$ cat config.mk
export PLATFORM = sky130hd
export DESIGN_NAME = fsj_top
export DESIGN_NICKNAME = d
export VERILOG_FILES = /design/src/design/fsj_top.v /design/src/design/fsj_sync.v /design/src/design/fsj_tick.v
export VERILOG_INCLUDE_DIRS = /design/src /design/src/shared
export SDC_FILE = /design/constraint.sdc
export NUM_CORES = 1
export LEC_CHECK = 0
export BUFFER_PORTS_ARGS = -buffer_cell sky130_fd_sc_hd__buf_2
export CAP_MARGIN = 25
export CORE_ASPECT_RATIO = 0.75
export CORE_MARGIN = 3
export CORE_UTILIZATION = 56
export CTS_CLUSTER_DIAMETER = 40
export CTS_CLUSTER_SIZE = 20
export DETAILED_ROUTE_END_ITERATION = 7
export GPL_ROUTABILITY_DRIVEN = 0
export GPL_TIMING_DRIVEN = 0
export PLACE_DENSITY = 0.91
export SLEW_MARGIN = 20
export SYNTH_ARGS = -nofsm -noshare
export SYNTH_HDL_FRONTEND = slang
export SYNTH_SLANG_ARGS = --single-unit
$ cat constraint.sdc
create_clock -name clk -period 14.2 [get_ports clk]
set_clock_uncertainty 0.1 [all_clocks]
set_input_delay 2.84 -clock clk [delete_from_list [all_inputs] [get_ports clk]]
set_output_delay 2.84 -clock clk [all_outputs]
set_load 0.03 [all_outputs]
$ cat src/shared/fsj_defines.vh
// Constants for the feed-step status and jog control block.
// Included by the top design file; holds definitions only.
`ifndef FSJ_DEFINES_VH
`define FSJ_DEFINES_VH

// Register indices; the byte address is four times the index
`define FSJ_IDX_SRC 12'h306
`define FSJ_IDX_SWIN 12'h407
`define FSJ_IDX_CFG 12'h010
`define FSJ_IDX_SPD1 12'h011
`define FSJ_IDX_SPD2 12'h012
`define FSJ_IDX_HOLD 12'h013
`define FSJ_IDX_STAT 12'h014
`define FSJ_IDX_W 12

// Register values and field positions
`define FSJ_SW_KEY 8'hFF
`define FSJ_SW_MODE_LO 7
`define FSJ_SW_MODE_HI 6
`define FSJ_SW_SERVO 5
`define FSJ_SW_HSENS 4
`define FSJ_CFG_COMB 0
`define FSJ_CFG_VAR2 1
`define FSJ_RST_BYTE 8'h00
`define FSJ_RST_HALF 16'h0000
`define FSJ_RST_CFG 2'h0

// Status output codes
`define FSJ_CODE_FAULT 5'h00
`define FSJ_CODE_READY 5'h01
`define FSJ_CODE_HOMING 5'h02
`define FSJ_CODE_HOMED 5'h03
`define FSJ_CODE_MOVING 5'h04
`define FSJ_INPOS_OFS 5'h04
`define FSJ_INDEX_MIN 5'h01
`define FSJ_INDEX_MAX 5'h1B

// Timing: hold delay unit and clock period, both in ns
`define FSJ_HOLD_UNIT_NS 4000000
`define FSJ_CLK_NS 8

// AHB-Lite encodings
`define FSJ_HTRANS_NONSEQ_BIT 1
`define FSJ_HRESP_OKAY 1'b0

`endif

$ cat src/design/fsj_top.v
// Feed-step status encoder and manual jog front end with AHB-Lite registers.
// Assumes drive-state inputs come from logic on clk; mode pins are asynchronous.
//
// The placing of the registers and the AHB-Lite interface to the registers were decided locally.
`timescale 1ns/10ps
`include "fsj_defines.vh"
module fsj_top #(
  parameter HOLD_TICK_CYC = `FSJ_HOLD_UNIT_NS / `FSJ_CLK_NS
) (
  input wire clk,
  input wire rstn,
  input wire hsel,
  input wire [31:0] haddr,
  input wire [1:0] htrans,
  input wire hwrite,
  input wire [2:0] hsize,
  input wire [31:0] hwdata,
  input wire hready,
  output wire hreadyout,
  output wire hresp,
  output reg [31:0] hrdata,
  input wire mode_input_low,
  input wire mode_input_high,
  input wire manual_continuous_select,
  input wire manual_single_step_select,
  input wire servo_on_in,
  input wire home_sensor_in,
  input wire [4:0] feed_step_select_inputs,
  input wire alarm_in,
  input wire drive_ready_in,
  input wire homing_busy_in,
  input wire home_done_in,
  input wire move_busy_in,
  input wire in_position_in,
  input wire [4:0] reached_index_in,
  output wire status_out_bit0,
  output wire status_out_bit1,
  output wire status_out_bit2,
  output wire status_out_bit3,
  output wire status_out_bit4,
  output reg servo_on_out,
  output reg home_sensor_out,
  output reg [4:0] index_select_out,
  output wire feed_step_mode,
  output wire homing_mode,
  output wire torque_decrease,
  output wire emergency_stop,
  output reg jog_fwd_step,
  output reg jog_rev_step,
  output reg jog_fwd_run,
  output reg jog_rev_run,
  output reg [15:0] jog_speed
);
  // Mode states, one-hot
  localparam [4:0] ST_TQD = 5'h01;
  localparam [4:0] ST_FEED = 5'h02;
  localparam [4:0] ST_HOME = 5'h04;
  localparam [4:0] ST_MAN = 5'h08;
  localparam [4:0] ST_ESTOP = 5'h10;

  reg rst_meta_r;
  reg rst_sync_r;
  wire rst_n;
  wire [10:0] pins_s;
  reg [7:0] src_r;
  reg [7:0] swin_r;
  reg [1:0] cfg_r;
  reg [15:0] spd1_r;
  reg [15:0] spd2_r;
  reg [15:0] hold_r;
  reg [15:0] hold_cnt_r;
  reg [15:0] hold_cnt_nxt;
  reg [4:0] code_r;
  reg [4:0] code_nxt;
  reg [4:0] state_r;
  reg [4:0] state_nxt;
  reg mode_lo_prev_r;
  reg mode_hi_prev_r;
  reg inpos_prev_r;
  reg wr_pend_r;
  reg [11:0] wr_idx_r;
  wire sw_src;
  wire mode_lo;
  wire mode_hi;
  wire man_cont;
  wire man_single;
  wire inpos_rise;
  wire hold_load;
  wire hold_tick;
  wire addr_phase;
  wire [11:0] a_idx;

  // Reset: asynchronous assert, release through two flops
  always @(posedge clk or negedge rstn) begin
    if (!rstn) begin
      rst_meta_r <= 1'b0;
      rst_sync_r <= 1'b0;
    end else begin
      rst_meta_r <= 1'b1;
      rst_sync_r <= rst_meta_r;
    end
  end
  assign rst_n = rst_sync_r;

  // Pin levels cross into clk before any logic sees them
  fsj_sync #(.W(11)) u_sync (
    .clk(clk),
    .rst_n(rst_n),
    .d({mode_input_low, mode_input_high, manual_continuous_select,
        manual_single_step_select, servo_on_in, home_sensor_in,
        feed_step_select_inputs}),
    .q_r(pins_s)
  );

  // Software takes over the input set only on the exact key
  assign sw_src = (src_r == `FSJ_SW_KEY);
  assign mode_lo = sw_src ? swin_r[`FSJ_SW_MODE_LO] : pins_s[10];
  assign mode_hi = sw_src ? swin_r[`FSJ_SW_MODE_HI] : pins_s[9];
  // Manual selects have no software image, so they stay on the pins
  assign man_cont = pins_s[8];
  assign man_single = pins_s[7];

  // Emulated servo on, home sensor and index lines
  always @(posedge clk or negedge rst_n) begin
    if (!rst_n) begin
      servo_on_out <= 1'b0;
      home_sensor_out <= 1'b0;
      index_select_out <= 5'h00;
    end else if (sw_src) begin
      servo_on_out <= swin_r[`FSJ_SW_SERVO];
      home_sensor_out <= swin_r[`FSJ_SW_HSENS];
      index_select_out <= swin_r[4:0];
    end else begin
      servo_on_out <= pins_s[6];
      home_sensor_out <= pins_s[5];
      index_select_out <= pins_s[4:0];
    end
  end

  // Mode machine; a direct feed/homing swap lands in emergency stop
  always @* begin
    state_nxt = state_r;
    case (state_r)
      ST_TQD: begin
        if (mode_lo && mode_hi) state_nxt = ST_ESTOP;
        else if (man_cont || man_single) state_nxt = ST_MAN;
        else if (mode_lo) state_nxt = ST_FEED;
        else if (mode_hi) state_nxt = ST_HOME;
      end
      ST_FEED: begin
        if (mode_hi) state_nxt = ST_ESTOP;
        else if (!mode_lo) state_nxt = ST_TQD;
      end
      ST_HOME: begin
        if (mode_lo) state_nxt = ST_ESTOP;
        else if (!mode_hi) state_nxt = ST_TQD;
      end
      ST_MAN: begin
        if (mode_lo && mode_hi) state_nxt = ST_ESTOP;
        else if (!man_cont && !man_single) state_nxt = ST_TQD;
      end
      ST_ESTOP: begin
        // Warning clears once both mode inputs are released
        if (!mode_lo && !mode_hi) state_nxt = ST_TQD;
      end
      default: state_nxt = ST_TQD;
    endcase
  end

  always @(posedge clk or negedge rst_n) begin
    if (!rst_n) state_r <= ST_TQD;
    else state_r <= state_nxt;
  end

  assign torque_decrease = state_r[0];
  assign feed_step_mode = state_r[1];
  assign homing_mode = state_r[2];
  assign emergency_stop = state_r[4];

  // Jog outputs; single step wins when both manual selects are on
  always @(posedge clk or negedge rst_n) begin
    if (!rst_n) begin
      mode_lo_prev_r <= 1'b0;
      mode_hi_prev_r <= 1'b0;
      jog_fwd_step <= 1'b0;
      jog_rev_step <= 1'b0;
      jog_fwd_run <= 1'b0;
      jog_rev_run <= 1'b0;
      jog_speed <= `FSJ_RST_HALF;
    end else begin
      mode_lo_prev_r <= mode_lo;
      mode_hi_prev_r <= mode_hi;
      jog_fwd_step <= state_r[3] && man_single && mode_lo && !mode_lo_prev_r && !mode_hi;
      jog_rev_step <= state_r[3] && man_single && mode_hi && !mode_hi_prev_r && !mode_lo;
      jog_fwd_run <= state_r[3] && !man_single && man_cont && mode_lo && !mode_hi;
      jog_rev_run <= state_r[3] && !man_single && man_cont && mode_hi && !mode_lo;
      if (man_single && !cfg_r[`FSJ_CFG_VAR2]) jog_speed <= spd1_r;
      else jog_speed <= spd2_r;
    end
  end

  // Hold counter paced by the 4 ms unit tick
  assign inpos_rise = in_position_in && !inpos_prev_r;
  assign hold_load = inpos_rise && cfg_r[`FSJ_CFG_COMB] && !alarm_in;

  fsj_tick #(.CYC(HOLD_TICK_CYC)) u_tick (
    .clk(clk),
    .rst_n(rst_n),
    .restart(hold_load),
    .tick_r(hold_tick)
  );

  always @* begin
    hold_cnt_nxt = hold_cnt_r;
    if (!cfg_r[`FSJ_CFG_COMB] || alarm_in) hold_cnt_nxt = 16'h0000;
    else if (hold_load) hold_cnt_nxt = hold_r;
    else if (hold_tick && hold_cnt_r != 16'h0000) hold_cnt_nxt = hold_cnt_r - 16'h0001;
  end

  // Status code by priority; alarm overrides any hold
  always @* begin
    code_nxt = `FSJ_CODE_FAULT;
    if (alarm_in) code_nxt = `FSJ_CODE_FAULT;
    else if (hold_cnt_r != 16'h0000) code_nxt = code_r;
    else if (homing_busy_in) code_nxt = `FSJ_CODE_HOMING;
    else if (home_done_in) code_nxt = `FSJ_CODE_HOMED;
    else if (move_busy_in) code_nxt = `FSJ_CODE_MOVING;
    else if (in_position_in && reached_index_in >= `FSJ_INDEX_MIN &&
             reached_index_in <= `FSJ_INDEX_MAX)
      code_nxt = reached_index_in + `FSJ_INPOS_OFS;
    else if (drive_ready_in) code_nxt = `FSJ_CODE_READY;
  end

  // One register drives all five outputs, so no mixed code appears
  always @(posedge clk or negedge rst_n) begin
    if (!rst_n) begin
      code_r <= `FSJ_CODE_FAULT;
      hold_cnt_r <= 16'h0000;
      inpos_prev_r <= 1'b0;
    end else begin
      code_r <= code_nxt;
      hold_cnt_r <= hold_cnt_nxt;
      inpos_prev_r <= in_position_in;
    end
  end

  // Bit 4 is the most significant output
  assign status_out_bit0 = code_r[0];
  assign status_out_bit1 = code_r[1];
  assign status_out_bit2 = code_r[2];
  assign status_out_bit3 = code_r[3];
  assign status_out_bit4 = code_r[4];

  // Bus slave: zero wait states, always OKAY
  assign hreadyout = 1'b1;
  assign hresp = `FSJ_HRESP_OKAY;
  assign addr_phase = hsel && htrans[`FSJ_HTRANS_NONSEQ_BIT] && hready;
  assign a_idx = haddr[13:2];

  function [31:0] read_word;
    input [11:0] idx;
    begin
      case (idx)
        `FSJ_IDX_SRC: read_word = {24'h000000, src_r};
        `FSJ_IDX_SWIN: read_word = {24'h000000, swin_r};
        `FSJ_IDX_CFG: read_word = {30'h00000000, cfg_r};
        `FSJ_IDX_SPD1: read_word = {16'h0000, spd1_r};
        `FSJ_IDX_SPD2: read_word = {16'h0000, spd2_r};
        `FSJ_IDX_HOLD: read_word = {16'h0000, hold_r};
        `FSJ_IDX_STAT: read_word = {16'h0000, hold_cnt_r != 16'h0000, 2'h0,
                                    state_r, 3'h0, code_r};
        default: read_word = 32'h00000000;
      endcase
    end
  endfunction

  // Read data is sampled at the address phase, written at the data phase
  always @(posedge clk or negedge rst_n) begin
    if (!rst_n) begin
      hrdata <= 32'h00000000;
      wr_pend_r <= 1'b0;
      wr_idx_r <= 12'h000;
    end else begin
      wr_pend_r <= addr_phase && hwrite;
      if (addr_phase) wr_idx_r <= a_idx;
      if (addr_phase && !hwrite) hrdata <= read_word(a_idx);
    end
  end

  // Register writes; unmapped writes are dropped
  always @(posedge clk or negedge rst_n) begin
    if (!rst_n) begin
      src_r <= `FSJ_RST_BYTE;
      swin_r <= `FSJ_RST_BYTE;
      cfg_r <= `FSJ_RST_CFG;
      spd1_r <= `FSJ_RST_HALF;
      spd2_r <= `FSJ_RST_HALF;
      hold_r <= `FSJ_RST_HALF;
    end else if (wr_pend_r) begin
      case (wr_idx_r)
        `FSJ_IDX_SRC: src_r <= hwdata[7:0];
        `FSJ_IDX_SWIN: swin_r <= hwdata[7:0];
        `FSJ_IDX_CFG: cfg_r <= hwdata[1:0];
        `FSJ_IDX_SPD1: spd1_r <= hwdata[15:0];
        `FSJ_IDX_SPD2: spd2_r <= hwdata[15:0];
        `FSJ_IDX_HOLD: hold_r <= hwdata[15:0];
        default: src_r <= src_r;
      endcase
    end
  end
endmodule // fsj_top

$ cat src/design/fsj_sync.v
// Two-flop synchroniser for a group of pin levels.
// Assumes the levels are quasi-static with respect to clk.
`timescale 1ns/10ps
module fsj_sync #(
  parameter W = 1
) (
  input wire clk,
  input wire rst_n,
  input wire [W-1:0] d,
  output reg [W-1:0] q_r
);
  reg [W-1:0] meta_r;

  // First stage feeds only the second stage
  always @(posedge clk or negedge rst_n) begin
    if (!rst_n) begin
      meta_r <= {W{1'b0}};
      q_r <= {W{1'b0}};
    end else begin
      meta_r <= d;
      q_r <= meta_r;
    end
  end
endmodule // fsj_sync

$ cat src/design/fsj_tick.v
// Divider giving one enable pulse per hold delay unit.
// Assumes a single clock; restart realigns the unit to a new hold.
`timescale 1ns/10ps
module fsj_tick #(
  parameter CYC = 500000
) (
  input wire clk,
  input wire rst_n,
  input wire restart,
  output reg tick_r
);
  reg [31:0] cnt_r;

  // Restart keeps the first unit a whole unit long
  always @(posedge clk or negedge rst_n) begin
    if (!rst_n) begin
      cnt_r <= 32'h00000000;
      tick_r <= 1'b0;
    end else if (restart) begin
      cnt_r <= 32'h00000000;
      tick_r <= 1'b0;
    end else if (cnt_r == CYC - 1) begin
      cnt_r <= 32'h00000000;
      tick_r <= 1'b1;
    end else begin
      cnt_r <= cnt_r + 32'h00000001;
      tick_r <= 1'b0;
    end
  end
endmodule // fsj_tick

==> flow_summary.json <==
{
  "die_h_um": 120.0,
  "worst_ep_required_time_ps": 14530,
  "period_share": 0.3182,
  "finalNetCount": 1110,
  "clk_pin_slew_ps": 70,
  "synth_cell_type_count": 70,
  "slew_headroom": 0.3267,
  "cts_setup_buffers": 0,
  "place_area_um2": 10680,
  "async_flop_share": 1.000,
  "cts_resized": 0,
  "syn_inst": 855,
  "htreeDepth": 1,
  "cap_violations": 0,
  "ys_ff_latch": 208,
  "cts-root-buf": "clkbuf_16",
  "die_w_um": 158.0,
  "fin_crit_ps": 4518,
  "vias": 7413,
  "grt_overflow_total": 0,
  "routed_via_density": 5.969,
  "yosysWarningCount": 0,
  "critPathKind": "in2reg",
  "grt_max_degree": 54,
  "routedWlPerCell_um": 19.84,
  "start_util": 0.5734,
  "leakage_nw": 5.225,
  "cts_made_buffers": 24,
  "status": "complete, no violations",
  "fin_util": 0.6810,
  "antenna_found_initial": 0,
  "die-area_um2": 18970,
  "portBuffers": 107,
  "hold_violations": 0,
  "n_antenna_cell": 0,
  "coreArea_um2": 16930,
  "num_rows": 41,
  "synth-main-ff-cell": "dfrtp_1",
  "synth-edff-count": 0,
  "cp-start-kind": "primary input",
  "synth.cell_area_um2": 9707,
  "track_usage": 0.2633,
  "grt_first_pass_wirelength_um": 39610,
  "tns_ps": 0,
  "powerDensity_nw_per_um2": 129.1,
  "worst_pin_slew_ps": 1002,
  "preCtsSetupSlack_ps": 9307,
  "ir_drop_mv": 0.1432,
  "io_pins": 166,
  "cp_max_fo": 10,
  "drtIter0Drc": 619,
  "grt_pass1_vias": 7446,
  "ys_seq_area_frac": 0.5363,
  "cts_sinks": 208,
  "clock_latency_ps": 530,
  "final_common_cell": "dfrtp_1",
  "hold_slack_ps": 126.0,
  "slew_violations": 0,
  "cp-end-kind": "flop",
  "hp-class": "reg2async",
  "drive_gt1_frac": 0.3009,
  "final_antenna_net_count": 0,
  "dpl.hpwl_um": 16790,
  "clockBufferDepth": 3,
  "setup_viol": 0,
  "fin_ws_ps": 9682,
  "cts_hold_buf": 0,
  "drtPass1Iterations": 5,
  "drcViolationCount": 0,
  "drt_wl_total_um": 24640,
  "rsz0062_at_grt": "false",
  "final_cell_area_um2": 11530,
  "fmax_ghz": 0.2213,
  "layout_common_cells": "dfrtp_1, buf_2, mux2_2",
  "areaGrowthSynthToFinish_pct": 18.77,
  "worstPathArrival_ps": 4840,
  "avgSynthCellArea_um2": 11.35,
  "cts_tree": "done"
}
-- path summary, 6_finish.rpt --
kind | from | end | slack (ps) | cells past startpoint
setup / recovery | haddr[10] | hrdata[12]$_DFFE_PN0P_ | 9680 | 7
hold / removal | rst_n$_DFF_PN0_ | u_sync.meta_r[4]$_DFF_PN0_ | 130 | 0
setup reg to reg | hold_cnt_r[0]$_DFFE_PN0P_ | code_r[1]$_DFFE_PN0P_ | 11550 | 8
hold reg to reg | rst_n$_DFF_PN0_ | u_sync.meta_r[4]$_DFF_PN0_ | 130 | 0
max in group asynchronous | rstn | rst_n$_DFF_PN0_ | 11900 | 1
min in group clk | u_sync.meta_r[5]$_DFF_PN0_ | u_sync.q_r[5]$_DFF_PN0_ | 250 | 0
-- state kept, by name (all words and copies together) (netlist names), 12 cells and up --
name and flops:
wr_idx_r 12, spd2_r 16, u_tick.cnt_r 32, spd1_r 16
jog_speed 16, hrdata 16, hold_r 16, hold_cnt_r 16
-- critical path, stage by stage --
cell and delay [ps]:
buf_2 130, nor4b_1 510, nand4_1 440, clkbuf_1 370
nor3b_1 280, a221oi_1 70, o21ai_0 190
-- cell usage after synthesis, types with 10 or more instances --
cell / instances / area [µm²]
dfrtp_1: 207 / 5180
mux2_2: 94 / 1059
nor2_1: 74 / 277.8
nand2_1: 69 / 259.0
o21ai_0: 39 / 195.2
xnor2_1: 32 / 280.3
clkbuf_1: 24 / 90.09
nor3_1: 22 / 110.1
inv_1: 21 / 78.83
buf_4: 19 / 142.6
a21oi_1: 16 / 80.08
nand3_1: 16 / 80.08
a22oi_1: 15 / 112.6
xor2_1: 13 / 113.9
nand4_1: 11 / 68.82
mux2_4: 10 / 150.1
nor2b_1: 10 / 62.56
nor4_1: 10 / 62.56
-- kinds of logic after synthesis --
| family | Yosys count | synth area share |
|---|---|---|
| AND/OR/NAND/NOR | 281 | 0.1574 |
| flip-flops | 208 | 0.5364 |
| other | 2 | 0.0007737 |
| adder cells (fa/ha/maj) | 5 | 0.006445 |
| multiplexers | 110 | 0.1307 |
| XOR/XNOR | 45 | 0.04060 |
| buffers and inverters | 76 | 0.03944 |
| AO/OA/AOI/OAI | 128 | 0.08830 |
-- through the flow --
| step | power, mW | cells |
|---|---|---|
| detailed placement | 0.8501 | 1198 |
| floorplan | 0.7933 | 872 |
| global placement | 0.8387 | 1194 |
| finish | 1.488 | 1242 |
| CTS | 1.496 | 1242 |
| global route | 1.545 | 1242 |
-- layout make-up --
cell class,instances,area [µm²]
Fill cell,1186,5400
Sequential cell,208,5210
Multi-Input combinational cell,588,4182
Timing Repair Buffer,111,638.1
Clock buffer,24,600.6
Buffer,55,304.0
Tap cell,215,269.0
Clock inverter,20,246.5
Inverter,21,78.83
-- where the power goes --
part	total, mW	switching, mW	leakage (nW)	internal [mW]
logic	0.182	0.109	2.17	0.0724
clock network	0.643	0.279	0.414	0.364
registers	0.663	0.0343	2.64	0.629
total	1.49	0.423	5.22	1.07
-- routing by layer --
metal | global-route usage | wire length, µm
met1 | 0.3723 | 10160
met2 | 0.4152 | 11590
met3 | 0.05588 | 2195
met4 | 0.07577 | 687
met5 | 0 | 0
(Power assumes the default switching activity.)
